$ cat src/hdl/ata_pio_pkg.sv
// Shared types, timing tables and decode constants for the ATA PIO cycle sequencer.
// Assumes a single 40 MHz ref_clk; every time is given in ns, and all but T3 are turned into cycles here.
package ata_pio_pkg;

   localparam int CLK_PERIOD_NS = 25;
   localparam int NUM_MODES = 5;

   localparam int T0_NS [NUM_MODES] = '{600, 383, 240, 180, 120};
   localparam int T1_NS [NUM_MODES] = '{90, 70, 50, 50, 45};
   localparam int T2_NS [NUM_MODES] = '{290, 290, 290, 80, 70};
   localparam int T2I_NS [NUM_MODES] = '{0, 0, 0, 70, 25};
   localparam int T3_NS [NUM_MODES] = '{60, 45, 30, 30, 20};
   localparam int T4_NS [NUM_MODES] = '{30, 20, 15, 10, 10};
   localparam int T9_NS [NUM_MODES] = '{20, 15, 10, 10, 10};
   localparam int TA_NS = 35;
   localparam int TB_NS = 1250;
   localparam int T6Z_NS = 30;

   // Longest time, so it rounds down
   localparam logic [7:0] TB_CYC = 8'(TB_NS / CLK_PERIOD_NS);
   localparam logic [7:0] T6Z_CYC = 8'((T6Z_NS + CLK_PERIOD_NS - 1) / CLK_PERIOD_NS);

   localparam logic [15:0] LEG_CMD_BASE0 = 16'h01F0;
   localparam logic [15:0] LEG_CTL_ADDR0 = 16'h03F6;
   localparam logic [15:0] LEG_CMD_BASE1 = 16'h0170;
   localparam logic [15:0] LEG_CTL_ADDR1 = 16'h0376;
   localparam logic [2:0] CTL_DA = 3'h6;
   localparam logic [1:0] CS_IDLE = 2'h3;
   localparam logic [1:0] CS_CMD = 2'h2;
   localparam logic [1:0] CS_CTL = 2'h1;
   localparam logic [2:0] MODE_MAX = 3'h4;
   localparam int FIFO_DEPTH = 8;

   typedef enum logic [2:0] {ST_IDLE, ST_SETUP, ST_ACTIVE, ST_HOLD, ST_RECOV} state_t;

   typedef struct packed {
      logic write;
      logic func;
      logic [15:0] addr;
      logic [7:0] wdata;
   } io_req_t;

   typedef struct packed {
      logic [15:0] cmd_base;
      logic [15:0] ctl_addr;
   } io_base_t;

   typedef struct packed {
      logic [1:0] cs_n;
      logic [2:0] da;
   } ata_addr_t;

   typedef struct packed {
      logic hit;
      ata_addr_t adr;
   } decode_t;

   typedef struct packed {
      logic [7:0] setup;
      logic [7:0] active;
      logic [7:0] recov;
      logic [7:0] hold;
      logic [7:0] cycle;
      logic [7:0] ta;
   } pio_timing_t;

   function automatic logic [7:0] ns2cyc(input int ns);
      int c;
      c = (ns + CLK_PERIOD_NS - 1) / CLK_PERIOD_NS;
      if (c < 1)
      begin
         c = 1;
      end
      return 8'(c);
   endfunction

   function automatic pio_timing_t mode_timing(input logic [2:0] mode);
      int m;
      pio_timing_t t;
      m = (mode > MODE_MAX) ? int'(MODE_MAX) : int'(mode);
      t.setup = ns2cyc(T1_NS[m]);
      t.active = ns2cyc(T2_NS[m]);
      t.recov = ns2cyc(T2I_NS[m]);
      t.hold = (T4_NS[m] > T9_NS[m]) ? ns2cyc(T4_NS[m]) : ns2cyc(T9_NS[m]);
      t.cycle = ns2cyc(T0_NS[m]);
      t.ta = ns2cyc(TA_NS);
      return t;
   endfunction

   function automatic decode_t io_decode(input io_req_t r, input logic legacy,
                                         input io_base_t b0, input io_base_t b1);
      decode_t d;
      io_base_t b;
      if (legacy)
      begin
         b.cmd_base = r.func ? LEG_CMD_BASE1 : LEG_CMD_BASE0;
         b.ctl_addr = r.func ? LEG_CTL_ADDR1 : LEG_CTL_ADDR0;
      end
      else
      begin
         b = r.func ? b1 : b0;
      end
      d.hit = 1'b0;
      d.adr.cs_n = CS_IDLE;
      d.adr.da = 3'h0;
      if (r.addr[15:3] == b.cmd_base[15:3])
      begin
         d.hit = 1'b1;
         d.adr.cs_n = CS_CMD;
         d.adr.da = r.addr[2:0];
      end
      else if (r.addr == b.ctl_addr)
      begin
         d.hit = 1'b1;
         d.adr.cs_n = CS_CTL;
         d.adr.da = CTL_DA;
      end
      return d;
   endfunction

endpackage

$ cat src/hdl/ata_pio_host.sv
// PIO cycle sequencer driving an ATA drive port from queued I/O requests.
// Assumes all inputs, including the drive pins, are synchronous to ref_clk.
`timescale 1ns/1ps
module ata_pio_host
   import ata_pio_pkg::*;
(
   input wire logic ref_clk,
   input wire logic arst_n,
   input wire logic cmd_valid,
   output logic cmd_ready,
   input wire io_req_t cmd,
   input wire logic legacy_mode,
   input wire io_base_t base0,
   input wire io_base_t base1,
   input wire logic [2:0] pio_mode,
   input wire logic float_n,
   output logic rsp_valid,
   output logic [7:0] rsp_rdata,
   output logic rsp_miss,
   output logic rsp_timeout,
   output logic [1:0] ata_cs_n,
   output logic [2:0] ata_da,
   output logic ata_dior_n,
   output logic ata_diow_n,
   output logic ata_ctrl_oe,
   output logic [7:0] ata_dd_out,
   output logic ata_dd_oe,
   input wire logic [7:0] ata_dd_in,
   input wire logic ata_iordy
);
   localparam int REQ_W = $bits(io_req_t);

   state_t state;
   io_req_t cur;
   io_req_t head;
   pio_timing_t tim;
   decode_t dec;
   logic head_valid;
   logic pop;
   logic [7:0] cnt;
   logic [7:0] tot;
   logic [7:0] wait_limit;
   logic strobe_done;
   logic timeout_hit;
   logic hold_done;
   logic recov_done;
   logic strb_act;

   req_fifo #(
      .WIDTH(REQ_W),
      .DEPTH(FIFO_DEPTH)
   ) u_fifo (
      .ref_clk(ref_clk),
      .arst_n(arst_n),
      .in_valid(cmd_valid),
      .in_ready(cmd_ready),
      .in_data(cmd),
      .out_valid(head_valid),
      .out_ready(pop),
      .out_data(head)
   );

   // No new cycle starts while the bus floats, so the queue backs up instead
   assign pop = head_valid && (state == ST_IDLE) && float_n;
   assign dec = io_decode(head, legacy_mode, base0, base1);
   assign strb_act = !ata_dior_n || !ata_diow_n;

   // Drive holding ready low past its limit is cut off rather than hanging the host
   assign wait_limit = 8'(tim.active + TB_CYC);
   assign timeout_hit = (cnt >= wait_limit);
   assign strobe_done = (cnt >= tim.active) && (cnt >= tim.ta)
                        && (ata_iordy || timeout_hit);
   assign hold_done = (cnt >= tim.hold);
   // At least one cycle beyond hold also keeps the read turnaround clear
   assign recov_done = (cnt >= tim.recov) && (cnt > tim.hold)
                       && (cnt >= T6Z_CYC) && (tot >= tim.cycle);

   always_ff @(posedge ref_clk or negedge arst_n)
   begin
      if (!arst_n)
      begin
         state <= ST_IDLE;
         cnt <= 8'h00;
         tot <= 8'h00;
         cur <= '0;
         tim <= '0;
      end
      else
      begin
         case (state)
            ST_IDLE:
            begin
               if (pop && dec.hit)
               begin
                  cur <= head;
                  // Counts assume the 25 ns period; a slower clock only stretches each interval
                  tim <= mode_timing(pio_mode);
                  cnt <= 8'h01;
                  state <= ST_SETUP;
               end
            end
            ST_SETUP:
            begin
               if (cnt >= tim.setup)
               begin
                  cnt <= 8'h01;
                  tot <= 8'h01;
                  state <= ST_ACTIVE;
               end
               else
               begin
                  cnt <= cnt + 8'h01;
               end
            end
            ST_ACTIVE:
            begin
               tot <= tot + 8'h01;
               if (strobe_done)
               begin
                  cnt <= 8'h01;
                  state <= ST_HOLD;
               end
               else
               begin
                  cnt <= cnt + 8'h01;
               end
            end
            ST_HOLD:
            begin
               tot <= tot + 8'h01;
               cnt <= cnt + 8'h01;
               if (hold_done)
               begin
                  state <= ST_RECOV;
               end
            end
            ST_RECOV:
            begin
               tot <= tot + 8'h01;
               cnt <= cnt + 8'h01;
               if (recov_done)
               begin
                  state <= ST_IDLE;
               end
            end
            default:
            begin
               state <= ST_IDLE;
            end
         endcase
      end
   end

   // Address outputs
   always_ff @(posedge ref_clk or negedge arst_n)
   begin
      if (!arst_n)
      begin
         ata_cs_n <= CS_IDLE;
         ata_da <= 3'h0;
      end
      else if (pop && dec.hit)
      begin
         ata_cs_n <= dec.adr.cs_n;
         ata_da <= dec.adr.da;
      end
      else if (state == ST_RECOV && recov_done)
      begin
         ata_cs_n <= CS_IDLE;
      end
   end

   // Strobes
   always_ff @(posedge ref_clk or negedge arst_n)
   begin
      if (!arst_n)
      begin
         ata_dior_n <= 1'b1;
         ata_diow_n <= 1'b1;
      end
      else if (state == ST_SETUP && cnt >= tim.setup)
      begin
         ata_dior_n <= cur.write;
         ata_diow_n <= !cur.write;
      end
      else if (state == ST_ACTIVE && strobe_done)
      begin
         ata_dior_n <= 1'b1;
         ata_diow_n <= 1'b1;
      end
   end

   // Write data is driven from address setup until hold ends
   always_ff @(posedge ref_clk or negedge arst_n)
   begin
      if (!arst_n)
      begin
         ata_dd_out <= 8'h00;
         ata_dd_oe <= 1'b0;
      end
      else
      begin
         if (pop && dec.hit && head.write)
         begin
            ata_dd_out <= head.wdata;
         end
         if (!float_n)
         begin
            ata_dd_oe <= 1'b0;
         end
         else if (pop && dec.hit)
         begin
            ata_dd_oe <= head.write;
         end
         else if (state == ST_HOLD && hold_done)
         begin
            ata_dd_oe <= 1'b0;
         end
      end
   end

   always_ff @(posedge ref_clk or negedge arst_n)
   begin
      if (!arst_n)
      begin
         ata_ctrl_oe <= 1'b0;
      end
      else
      begin
         ata_ctrl_oe <= float_n;
      end
   end

   // Responses: one pulse per request, decoded or not
   always_ff @(posedge ref_clk or negedge arst_n)
   begin
      if (!arst_n)
      begin
         rsp_valid <= 1'b0;
         rsp_miss <= 1'b0;
         rsp_timeout <= 1'b0;
         rsp_rdata <= 8'h00;
      end
      else
      begin
         rsp_valid <= 1'b0;
         if (pop && !dec.hit)
         begin
            rsp_valid <= 1'b1;
            rsp_miss <= 1'b1;
            rsp_timeout <= 1'b0;
            rsp_rdata <= 8'h00;
         end
         else if (state == ST_ACTIVE && strobe_done)
         begin
            rsp_miss <= 1'b0;
            rsp_timeout <= !ata_iordy;
            rsp_rdata <= cur.write ? 8'h00 : ata_dd_in;
         end
         else if (state == ST_RECOV && recov_done)
         begin
            rsp_valid <= 1'b1;
         end
      end
   end

   // Helper counters for the checks below
   logic [7:0] addr_age;
   logic [7:0] act_len;
   logic [7:0] inact_len;
   logic [7:0] cyc_len;
   logic act_d;

   always_ff @(posedge ref_clk or negedge arst_n)
   begin
      if (!arst_n)
      begin
         addr_age <= 8'hFF;
         act_len <= 8'h00;
         inact_len <= 8'hFF;
         cyc_len <= 8'hFF;
         act_d <= 1'b0;
      end
      else
      begin
         act_d <= strb_act;
         addr_age <= (pop && dec.hit) ? 8'h00 : (addr_age == 8'hFF ? addr_age : addr_age + 8'h01);
         act_len <= strb_act ? (act_len == 8'hFF ? act_len : act_len + 8'h01) : 8'h00;
         inact_len <= strb_act ? 8'h00 : (inact_len == 8'hFF ? inact_len : inact_len + 8'h01);
         if (strb_act && !act_d)
         begin
            cyc_len <= 8'h01;
         end
         else
         begin
            cyc_len <= (cyc_len == 8'hFF) ? cyc_len : cyc_len + 8'h01;
         end
      end
   end
endmodule

$ cat src/hdl/req_fifo.sv
// Small synchronous FIFO holding queued I/O requests.
// Assumes DEPTH is a power of two; in_ready is registered.
`timescale 1ns/1ps
module req_fifo #(
   parameter int WIDTH = 8,
   parameter int DEPTH = 8
)
(
   input wire logic ref_clk,
   input wire logic arst_n,
   input wire logic in_valid,
   output logic in_ready,
   input wire logic [WIDTH-1:0] in_data,
   output logic out_valid,
   input wire logic out_ready,
   output logic [WIDTH-1:0] out_data
);
   localparam int AW = $clog2(DEPTH);
   logic [WIDTH-1:0] mem [DEPTH];
   logic [AW-1:0] wr_ptr;
   logic [AW-1:0] rd_ptr;
   logic [AW:0] count;
   logic [AW:0] next_count;
   logic push;
   logic pop;

   assign push = in_valid && in_ready;
   assign pop = out_valid && out_ready;
   assign out_valid = (count != '0);
   assign out_data = mem[rd_ptr];

   always_comb
   begin
      next_count = count;
      if (push && !pop)
      begin
         next_count = count + 1'b1;
      end
      else if (pop && !push)
      begin
         next_count = count - 1'b1;
      end
   end

   always_ff @(posedge ref_clk)
   begin
      if (push)
      begin
         mem[wr_ptr] <= in_data;
      end
   end

   always_ff @(posedge ref_clk or negedge arst_n)
   begin
      if (!arst_n)
      begin
         wr_ptr <= '0;
         rd_ptr <= '0;
         count <= '0;
         in_ready <= 1'b0;
      end
      else
      begin
         wr_ptr <= push ? wr_ptr + 1'b1 : wr_ptr;
         rd_ptr <= pop ? rd_ptr + 1'b1 : rd_ptr;
         count <= next_count;
         in_ready <= (next_count < (AW+1)'(DEPTH));
      end
   end
endmodule

$ cat config.mk
export PLATFORM = sky130hd
export DESIGN_NAME = ata_pio_host
export DESIGN_NICKNAME = d
export VERILOG_FILES = /design/src/hdl/ata_pio_pkg.sv /design/src/hdl/ata_pio_host.sv /design/src/hdl/req_fifo.sv
export SDC_FILE = /design/constraint.sdc
export NUM_CORES = 1
export LEC_CHECK = 0
export CAP_MARGIN = 0
export CORE_MARGIN = 4
export CORE_UTILIZATION = 50
export DETAILED_ROUTE_END_ITERATION = 12
export DONT_BUFFER_PORTS = 1
export PLACE_DENSITY = 0.62
export SYNTH_ARGS = -nofsm -noshare
export SYNTH_HDL_FRONTEND = slang
export SYNTH_SLANG_ARGS = --single-unit
$ cat constraint.sdc
create_clock -name ref_clk -period 7.2 [get_ports ref_clk]
set_input_delay 0 -clock ref_clk [delete_from_list [all_inputs] [get_ports ref_clk]]
set_output_delay 0 -clock ref_clk [all_outputs]
set_load 0.02 [all_outputs]
==> results of run 1 <==
[layout by cell type (no fill, tap or decap), drive strengths merged, types with 8 or more instances in the layout]
cell	netlist	routed
a21o	13	13
a21oi	48	48
and2	11	11
buf	18	16
clkbuf	24	32
clkinv	1	18
dfrtp	74	74
dlygate4sd3	0	42
edfxtp	208	208
ha	51	51
inv	53	54
mux2	28	28
mux2i	25	25
mux4	50	50
nand2	72	72
nand2b	19	19
nand3	29	29
nand3b	8	8
nand4	8	8
nor2	48	48
nor3	12	12
o21ai	48	48
o311ai	10	10
xnor2	13	13
[worst max-delay path, stage by stage (launching register included)]
cell	delay, ns
dfrtp_4	0.93
mux2i_1	0.24
a22o_1	0.25
buf_4	0.21
nor2_2	0.42
buf_4	0.30
mux2_2	0.37
a211o_1	0.22
a311o_1	0.34
or4b_4	0.55
a21oi_2	0.19
and2b_1	0.55
mux2_1	0.38
[final cells by class]
class,instances,area [um^2],area share
clock buffers,32,758.2,0.04879
multi-input cells,624,5166,0.3324
well taps,341,426.7,0.02745
inverters,54,202.7,0.01304
repair buffers,58,560.5,0.03607
flip-flops and latches,286,8208,0.5281
clock inverters,23,219.0,0.01409
[sequential cells by signal, indices dropped and copies added, names as in the netlist, 2 cells and up]
| signal | flops |
|---|---|
| ata_cs_n | 2 |
| ata_da | 3 |
| ata_dd_out | 8 |
| cnt | 8 |
| rsp_rdata | 8 |
| state | 3 |
| tim | 19 |
| tot | 8 |
| u_fifo.count | 4 |
| u_fifo.mem | 208 |
| u_fifo.rd_ptr | 3 |
| u_fifo.wr_ptr | 3 |
[per-stage QoR]
step / util / std cells / power (uW) / setup WS (ns) / area, um^2
finish: 0.5766 / 1418 / 5742 / 2.134 / 15540
detailed placement: 0.5238 / 1320 / 4241 / 2.038 / 14120
CTS: 0.5766 / 1418 / 5800 / 2.050 / 15540
global placement: 0.5238 / 1320 / 4210 / 2.017 / 14120
floorplan: - / 1006 / 3717 / 3.380 / 13710
global route: 0.5766 / 1418 / 6098 / 1.723 / 15540
[kinds of logic after synthesis]
| kind of cell | after synthesis | synth area share |
|---|---|---|
| xor gates and xnor gates | 20 | 0.01278 |
| adders and majority gates | 51 | 0.04656 |
| muxes | 103 | 0.1234 |
| buffers and inverters | 96 | 0.02830 |
| DFF | 286 | 0.5985 |
| AOI/OAI and AO/OA | 189 | 0.09056 |
| and+or+nand+nor | 261 | 0.09987 |
[power breakdown]
| group | internal [uW] | switching (uW) | leakage [uW] |
|---|---|---|---|
| sequential | 2010 | 231 | 0.00284 |
| combinational | 876 | 1120 | 0.00256 |
| clock | 871 | 632 | 0.000475 |
| total | 3750 | 1990 | 0.00587 |
[synth_stat cells (all sizes together) (18+ instances only)]
| master | count | area (um^2) |
|---|---|---|
| nand3 | 29 | 145.1 |
| a21oi | 48 | 244.0 |
| clkbuf | 24 | 90.09 |
| inv | 53 | 198.9 |
| mux4 | 50 | 1126 |
| dfrtp | 74 | 1852 |
| nand2b | 19 | 118.9 |
| mux2 | 28 | 315.3 |
| ha | 51 | 638.1 |
| nor2 | 48 | 182.7 |
| o21ai | 48 | 240.2 |
| buf | 18 | 95.09 |
| mux2i | 25 | 250.2 |
| edfxtp | 208 | 6246 |
| nand2 | 72 | 270.3 |
[metal layers]
| metal | up-vias | share of wire | global-route usage |
|---|---|---|---|
| li1 | 3954 | - | - |
| met3 | 53 | 0.058 | 0.03969 |
| met4 | 2 | 0.025 | 0.05155 |
| met5 | - | 0.00043 | 0 |
| met2 | 192 | 0.49 | 0.3269 |
| met1 | 4173 | 0.43 | 0.2748 |
[how the worst max path moves through the flow]
stage	startpoint	to	slack, ns
global placement	u_fifo.rd_ptr[0]	ata_dd_out[1]	2.02
floorplan	u_fifo.rd_ptr[0]	ata_dd_out[0]	3.38
CTS	u_fifo.rd_ptr[0]	ata_dd_out[2]	2.05
detailed placement	u_fifo.rd_ptr[0]	ata_dd_out[2]	2.04
global route	u_fifo.rd_ptr[0]	ata_dd_out[4]	1.72
finish	u_fifo.rd_ptr[0]	ata_dd_out[2]	2.13
==> summary.md, run 1 <==
| Metric | Value |
|---|---|
| Status | finished with violations |
| Failing checks | hold timing |
| H-tree Lvls | 1 |
| TritonCTS Buffers | 30 |
| Final hold violation count | 1 |
| Vias in the first global route | 8472 |
| Chip width | 173.6 um |
| Die Ht | 173.6 um |
| Worst clock skew | 0.04472 ns |
| Hold buffer count at cts | 43 |
| Syn nets | 1164 |
| Origin of the worst min-delay path | float_n |
| Setup crit start kind | flip-flop |
| Setup Crit Path Kind | flip-flop to flip-flop |
| Layout Nets | 1212 |
| Number of diodes | 0 |
| Clock root cell | clkbuf_16 |
| Avg Synthesized Cell Area | 13.62 um^2 |
| Die Footprint | 0.03012 mm^2 |
| Worst r2r src | u_fifo.rd_ptr[0] |
| Synth async-reset ratio | 0.2727 |
| Clock transition at path regs | 0.06 ns |
| Grt total ovfl | 0 |
| Share of layout cells above drive strength 1 | 0.1476 |
| Arr. time, crit path | 5.52 ns |
| Placement row count | 60 |
| Tmin final | 5.066 ns |
| Synth-to-Final Area Change | 13.39% |
| Worst min path class | primary input to flip-flop |
| Post-DP HPWL | 19.42 mm |
| CTS tree | built |
| Unrepaired setup endpoints after global routing | no |
| R2R Setup Slk | 2.13 ns |
| Seq cells post-synth | 286 |
| Pre-antenna DRT Iters | 5 |
| Num Clock Sinks | 286 |
| Worst-Margin Slew | 1.026 ns |
| Max Fclk | 197.4 MHz |
| Post-Route WL | 30.05 mm |
| Syn Inst Count | 1006 |
| Core region area | 0.02695 mm^2 |
| Reg-to-reg endpoint | ata_dd_out[2] |
| Synth warnings | 0 |
| Max-Cap Viols | 0 |
| Setup Viol. Count Final | 0 |
| Initial Utilization | 0.5085 |
| Clk buf depth | 3 |
| Static leakage | 0.005873 uW |
| Post-CTS Setup Repair Bufs | 0 |
| DRC | 0 |
| Min Hold Slack | -0.001872 ns |
| Number of synthesized flops with an enable pin | 208 |
| Worst EP required | 7.66 ns |
| Worst Reg-to-Reg Cells | 12 |
| Cts repair resizes | 0 |
| Sequential fraction of the synthesis area | 0.5985 |
| Via count | 8374 |
| Critical Path End Type | flip-flop |
| Hold Path Stages | 2 |
| GP Congestion | 0.8915 |
| Final ANT Viol Nets | 0 |
| Final Slew Violations | 0 |
| IO Pins | 136 |
| Hold Path End | u_fifo.rd_ptr[0] |
| Worst-path fanout max | 39 |
| Initial DRC count | 585 |
| Final Cycle Share | 0.7037 |
| Worst-skew pair later-pin latency | 0.58 ns |
| Power Density | 369.5 mW/mm^2 |
| Wire length per cell | 21.19 um |
| Slew headroom | 0.3097 |
| Fill count | 2149 |
| Largest net degree at the start of global routing | 79 |
| Library cells used by synthesis | 74 |
| TNS Setup | 0 ns |
| VDD IR-drop max | 0.1797 mV |
| Main synth FF type | edfxtp_1 |
| Initial antenna violation count | 1 |
| I/O Buffers | 0 |
| Gr usage total | 0.1989 |
| Vias per std cell | 5.906 |
| Synthesized area | 0.01371 mm^2 |
| First-pass GRT wire length | 47.93 mm |
Note: power is estimated with default switching activity, not from simulation.
==> run 2, diff against run 1 <==
- clock period: 7.2 -> 5.2 ns (I/O delays scaled with it)
==> summary.md, run 2 (synthesis gave the netlist of run 1 again) <==
| Metric | Value |
|---|---|
| Status | complete, no violations (was finished with violations) |
| Post-DP HPWL | 19.62 mm (was 19.42 mm) |
| Die Footprint | 0.03012 mm^2 (unchanged) |
| Worst min path class | primary input to async pin (was primary input to flip-flop) |
| Wire length per cell | 21.26 um (was 21.19 um) |
| Number of diodes | 0 (unchanged) |
| GP Congestion | 0.9028 (was 0.8915) |
| Critical Path Source | u_fifo.rd_ptr[0] (unchanged) |
| I/O Buffers | 0 (unchanged) |
| Clock root cell | clkbuf_16 (unchanged) |
| TNS Setup | 0 ns (unchanged) |
| Sequential share of power | 0.379 (was 0.390) |
| Reg-to-reg endpoint | ata_dd_out[2] (unchanged) |
| Chip width | 173.6 um (unchanged) |
| Placement row count | 60 (unchanged) |
| Worst clock skew | 0.01448 ns (was 0.04472 ns) |
| Most common cell after layout, fill and taps aside | edfxtp_1 (unchanged) |
| Min Hold Slack | 0.001829 ns (was -0.001872 ns) |
| Power Internal | 5327 uW (was 3755 uW) |
| Final ANT Viol Nets | 0 (unchanged) |
| P_sw | 2750 uW (was 1987 uW) |
| Vias in the first global route | 8433 (was 8472) |
| Fill count | 2127 (was 2149) |
| Max-Cap Viols | 0 (unchanged) |
| Initial antenna violation count | 1 (unchanged) |
| Most frequent cells in the layout | edfxtp_1, nand2_1, dfrtp_1 (unchanged) |
| CTS tree | built (unchanged) |
| Via count | 8421 (was 8374) |
| Worst-path fanout max | 30 (was 39) |
| Vias per std cell | 5.914 (was 5.906) |
| Clock share of power | 0.265 (was 0.262) |
| Largest net degree at the start of global routing | 79 (unchanged) |
| Sw Ratio | 0.3405 (was 0.3461) |
| H-tree Lvls | 1 (unchanged) |
| Initial DRC count | 538 (was 585) |
| Pre-antenna DRT Iters | 5 (unchanged) |
| Initial Utilization | 0.5085 (unchanged) |
| Setup Viol. Count Final | 0 (unchanged) |
| Tmin final | 4.628 ns (was 5.066 ns) |
| Layout Nets | 1217 (was 1212) |
| Power Density | 516.7 mW/mm^2 (was 369.5 mW/mm^2) |
| Final Cycle Share | 0.8900 (was 0.7037) |
| Synth-to-Final Area Change | 14.06% (was 13.39%) |
| Worst-skew pair later-pin latency | 0.54 ns (was 0.58 ns) |
| Post-Route WL | 30.28 mm (was 30.05 mm) |
| DRC | 0 (unchanged) |
| Clk buf depth | 3 (unchanged) |
| First-pass GRT wire length | 47.60 mm (was 47.93 mm) |
| VDD IR-drop max | 0.2967 mV (was 0.1797 mV) |
| Share of layout cells above drive strength 1 | 0.1533 (was 0.1476) |
| Worst r2r src | u_fifo.rd_ptr[0] (unchanged) |
| Max reg flops | 208 (unchanged) |
| Arr. time, crit path | 5.05 ns (was 5.52 ns) |
| Core region area | 0.02695 mm^2 (unchanged) |
| Unrepaired setup endpoints after global routing | no (unchanged) |
| Static leakage | 0.005934 uW (was 0.005873 uW) |
| Num Clock Sinks | 286 (unchanged) |
| Gr usage total | 0.1975 (was 0.1989) |
| Top Registers | u_fifo.mem (208), tim (19) (unchanged) |
| Final Slew Violations | 0 (unchanged) |
| Worst-Margin Slew | 1.095 ns (was 1.026 ns) |
| Pwr Total | 8077 uW (was 5742 uW) |
| R2R Setup Slk | 0.57 ns (was 2.13 ns) |
| Logic pwr share | 0.357 (was 0.348) |
| Max Fclk | 216.1 MHz (was 197.4 MHz) |
| Worst EP required | 5.62 ns (was 7.66 ns) |
| Clock transition at path regs | 0.06 ns (about the same) |
| TritonCTS Buffers | 30 (unchanged) |
| Final hold violation count | 0 (was 1) |
| Grt total ovfl | 0 (unchanged) |
| Setup crit start kind | flip-flop (unchanged) |
| Post-CTS Setup Repair Bufs | 0 (unchanged) |
| Critical Path End Type | flip-flop (unchanged) |
| Setup Crit Path Kind | flip-flop to flip-flop (unchanged) |
| Slew headroom | 0.2634 (was 0.3097) |
| Die Ht | 173.6 um (unchanged) |
| IO Pins | 136 (unchanged) |
| Largest Register | u_fifo.mem (unchanged) |
| Worst Reg-to-Reg Cells | 11 (was 12) |
## run 2: cell count changes in the layout (fill, tap and decap cells not counted), sizes merged
cell,before,now
clkinvlp,2,0
clkbuf,32,41
clkinv,18,12
buf,16,21
## run 2: area by class of cell
type | instances | area, um^2 | share of cell area
sequential | 286 | 8208 | 0.5251
multi-input combinational | 624 | 5166 | 0.3305
clock inverter | 15 | 152.6 | 0.009765
inverter | 54 | 202.7 | 0.01297
tap | 341 | 426.7 | 0.02729
clock buffer | 41 | 853.3 | 0.05459
timing repair buffer | 63 | 623.1 | 0.03986
## run 2: critical path: stages, from the launching register on
cell and delay [ns]:
dfrtp_4 0.64, buf_12 0.31, mux4_2 0.54, mux2i_1 0.52, inv_1 0.19, o41ai_1 0.41
o22a_1 0.20, or4b_4 0.48, a21oi_2 0.22, and2b_1 0.43, buf_4 0.21, mux2_1 0.32
## run 2: worst max path at each step
| stage | cells past startpoint | end | slack [ns] |
|---|---|---|---|
| final | 11 | ata_dd_out[2] | 0.57 |
| after global routing | 11 | ata_dd_out[2] | 0.36 |
| after CTS | 11 | ata_dd_out[2] | 0.56 |
| after detailed placement | 11 | ata_dd_out[2] | 0.57 |
| after global placement | 11 | ata_dd_out[2] | 0.59 |
| after floorplan | 13 | ata_dd_out[0] | 1.38 |
## run 2: metal layers
metal | vias to the layer above | global-route usage | share of wire
li1 | 3973 | - | -
met1 | 4176 | 0.2765 | 0.44
met2 | 219 | 0.3231 | 0.47
met3 | 51 | 0.03490 | 0.061
met4 | 2 | 0.05221 | 0.025
met5 | - | 0 | 0.00023
## run 2: power groups by stage
stage / logic (uW) / clock network (uW) / registers [uW]
floorplan: 2180 / 0 / 2960
global placement: 2780 / 0 / 3100
detailed placement: 2820 / 0 / 3110
CTS: 2900 / 2180 / 3060
global route: 3180 / 2270 / 3100
finish: 2880 / 2140 / 3060
## run 2: per-stage QoR
| stage | setup slack (ns) | utilization | std cells | instance area, um^2 |
|---|---|---|---|---|
| final | 0.5720 | 0.5800 | 1424 | 15630 |
| after global routing | 0.3571 | 0.5800 | 1424 | 15630 |
| after CTS | 0.5622 | 0.5800 | 1424 | 15630 |
| after detailed placement | 0.5684 | 0.5261 | 1325 | 14180 |
| after global placement | 0.5900 | 0.5261 | 1325 | 14180 |
| after floorplan | 1.380 | - | 1006 | 13710 |
## run 2: repair_timing
item,CTS,global route
hold endpoints to repair,313,0
resized for setup,0,0
hold buffers,43,0
==> run 3, diff against run 2 <==
- MAX_ROUTING_LAYER: not set -> met4
==> summary.md, run 3 (synthesis gave the netlist of run 1 again) <==
| Metric | Value |
|---|---|
| Synth-to-Final Area Change | 14.10% (was 14.06%) |
| Met3 Resource Use GR | 0.03555 (was 0.03490) |
| Worst r2r src | u_fifo.rd_ptr[0] (unchanged) |
| Worst-path fanout max | 30 (unchanged) |
| CP top delay family | multiplexers (unchanged) |
| DRC | 0 (unchanged) |
| Final worst slack | 0.5824 ns (was 0.5720 ns) |
| Area taken by multi-input logic gates | 0.005166 mm^2 (unchanged) |
| Chip width | 173.6 um (unchanged) |
| R2R Setup Slk | 0.58 ns (was 0.57 ns) |
| I/O Buffers | 0 (unchanged) |
| Top Registers | u_fifo.mem (208), tim (19) (unchanged) |
| GR Util met2 | 0.3219 (was 0.3231) |
| Die Ht | 173.6 um (unchanged) |
| Vias per std cell | 5.877 (was 5.914) |
| Hold buffer count at cts | 43 (unchanged) |
| CTS tree | built (unchanged) |
| Die Footprint | 0.03012 mm^2 (unchanged) |
| Static leakage | 0.005934 uW (about the same) |
| Clock root cell | clkbuf_16 (unchanged) |
| Core region area | 0.02695 mm^2 (unchanged) |
| Pre-antenna DRT Iters | 5 (unchanged) |
| Gr usage total | 0.2037 (was 0.1975) |
| Pre-CTS WS | 0.5684 ns (unchanged) |
| Worst Reg-to-Reg Cells | 11 (unchanged) |
| Setup crit start kind | flip-flop (unchanged) |
| Grt total ovfl | 0 (unchanged) |
| Setup Crit Path Kind | flip-flop to flip-flop (unchanged) |
| Reg-to-reg endpoint | ata_dd_out[2] (unchanged) |
| P_sw | 2751 uW (was 2750 uW) |
| Wire length per cell | 21.19 um (was 21.26 um) |
| Sequential share of power | 0.379 (about the same) |
| Final hold violation count | 0 (unchanged) |
| Power Internal | 5327 uW (unchanged) |
| Buf/Inv on CP | 3 (unchanged) |
| Max stage delay on crit path | 0.64 ns (about the same) |
| Worst-Margin Slew | 1.041 ns (was 1.095 ns) |
| Largest net degree at the start of global routing | 79 (unchanged) |
| Largest Register | u_fifo.mem (unchanged) |
| Post-Route WL | 30.21 mm (was 30.28 mm) |
| Max Fclk | 216.6 MHz (was 216.1 MHz) |
| Unrepaired setup endpoints after global routing | no (unchanged) |
| Tmin final | 4.618 ns (was 4.628 ns) |
| Initial antenna violation count | 2 (was 1) |
| Max reg flops | 208 (unchanged) |
| Arr. time, crit path | 5.04 ns (was 5.05 ns) |
| Global routing's busiest layer | met2 (unchanged) |
| Via count | 8381 (was 8421) |
| Max-Cap Viols | 0 (unchanged) |
| Vias in the first global route | 8412 (was 8433) |
| First-pass GRT wire length | 47.62 mm (was 47.60 mm) |
| VDD IR-drop max | 0.2975 mV (was 0.2967 mV) |
| Most frequent cells in the layout | edfxtp_1, nand2_1, dfrtp_1 (unchanged) |
| Worst-skew pair later-pin latency | 0.54 ns (about the same) |
| Placement row count | 60 (unchanged) |
| Sw Ratio | 0.3405 (about the same) |
| Crit-path slowest cell | dfrtp_4 (unchanged) |
| Post-CTS Setup Repair Bufs | 0 (unchanged) |
| Clock transition at path regs | 0.06 ns (about the same) |
| Slew headroom | 0.2996 (was 0.2634) |
| Fill count | 2125 (was 2127) |
| Initial DRC count | 569 (was 538) |
| Most common cell after layout, fill and taps aside | edfxtp_1 (unchanged) |
| Final Cycle Share | 0.8880 (was 0.8900) |
| Final ANT Viol Nets | 0 (unchanged) |
| Final Slew Violations | 0 (unchanged) |
| Initial Utilization | 0.5085 (unchanged) |
| TNS Setup | 0 ns (unchanged) |
| TritonCTS Buffers | 30 (unchanged) |
| Layout Nets | 1217 (unchanged) |
| Critical-path cell list | buf_12, mux4_2, mux2i_1, inv_1, o41ai_1, o22a_1, or4b_4, a21oi_2, and2b_1, buf_4, mux2_1 (unchanged) |
| Clock share of power | 0.264 (was 0.265) |
| Worst clock skew | 0.01483 ns (was 0.01448 ns) |
| Clk buf depth | 3 (unchanged) |
| IO Pins | 136 (unchanged) |
| Worst EP required | 5.62 ns (about the same) |
| Status | complete, no violations (unchanged) |
| Register area | 0.008208 mm^2 (unchanged) |
| Power Density | 516.6 mW/mm^2 (was 516.7 mW/mm^2) |
| Critical Path End Type | flip-flop (unchanged) |
| Num Clock Sinks | 286 (unchanged) |
| H-tree Lvls | 1 (unchanged) |
| Logic pwr share | 0.357 (about the same) |
| Cts repair resizes | 0 (unchanged) |
| Post-Layout Cell Count | 1426 (was 1424) |
| Post-DP HPWL | 19.62 mm (unchanged) |
| Pwr Total | 8078 uW (was 8077 uW) |
| Critical Path Source | u_fifo.rd_ptr[0] (unchanged) |
| Fin util | 0.5802 (was 0.5800) |
| Met1 usage | 0.2777 (was 0.2765) |
| GP Congestion | 0.9182 (was 0.9028) |
| Worst min path class | primary input to async pin (unchanged) |
| Share of layout cells above drive strength 1 | 0.1533 (unchanged) |
| Setup Viol. Count Final | 0 (unchanged) |
| Placed insts | 1325 (unchanged) |
==> run 3: changes by cell type in the layout (fill, tap and decap cells not counted) <==
cell     previous run  this run
diode_2             0         2
==> run 3: worst register-to-register path, stage by stage (launching register included) <==
cell	delay, ns
dfrtp_4	0.64
buf_12	0.31
mux4_2	0.56
mux2i_1	0.52
inv_1	0.19
o41ai_1	0.41
o22a_1	0.20
or4b_4	0.48
a21oi_2	0.22
and2b_1	0.43
buf_4	0.21
mux2_1	0.32
==> run 3: cell type report <==
cell class                 count  share of cell area
inverter                      54             0.01296
clock buffer                  41             0.05457
clock inverter                15            0.009762
sequential                   286              0.5249
timing repair buffer          63             0.03985
tap                          341             0.02728
multi-input combinational    624              0.3304
antenna                        2           0.0003201
==> run 3: worst max-delay path by stage <==
| stage | endpoint | cells after the start |
|---|---|---|
| 3_5_place_dp | ata_dd_out[2] | 11 |
| 6_report | ata_dd_out[2] | 11 |
| 2_1_floorplan | ata_dd_out[0] | 13 |
| 3_3_place_gp | ata_dd_out[2] | 11 |
| 4_1_cts | ata_dd_out[2] | 11 |
| 5_1_grt | ata_dd_out[2] | 11 |
==> run 3: layer usage <==
layer | up-vias | part of all wire
li1 | 3981 | -
met1 | 4135 | 0.44
met2 | 215 | 0.48
met3 | 50 | 0.063
met4 | 0 | 0.024
met5 | - | 0
==> run 3: power groups by stage <==
stage	sequential (uW)	clock (uW)	combinational [uW]
after floorplan	2960	0	2180
after detailed placement	3110	0	2820
after global routing	3100	2270	3180
final	3060	2140	2880
after global placement	3100	0	2780
after CTS	3060	2180	2900
==> run 3: metrics by stage <==
step           hold slack [ns]  cell area, um^2
2_1_floorplan          -0.2956            13710
3_3_place_gp           -0.2915            14180
3_5_place_dp           -0.2909            14180
4_1_cts                0.02236            15630
5_1_grt                0.05823            15640
6_report               0.01851            15640
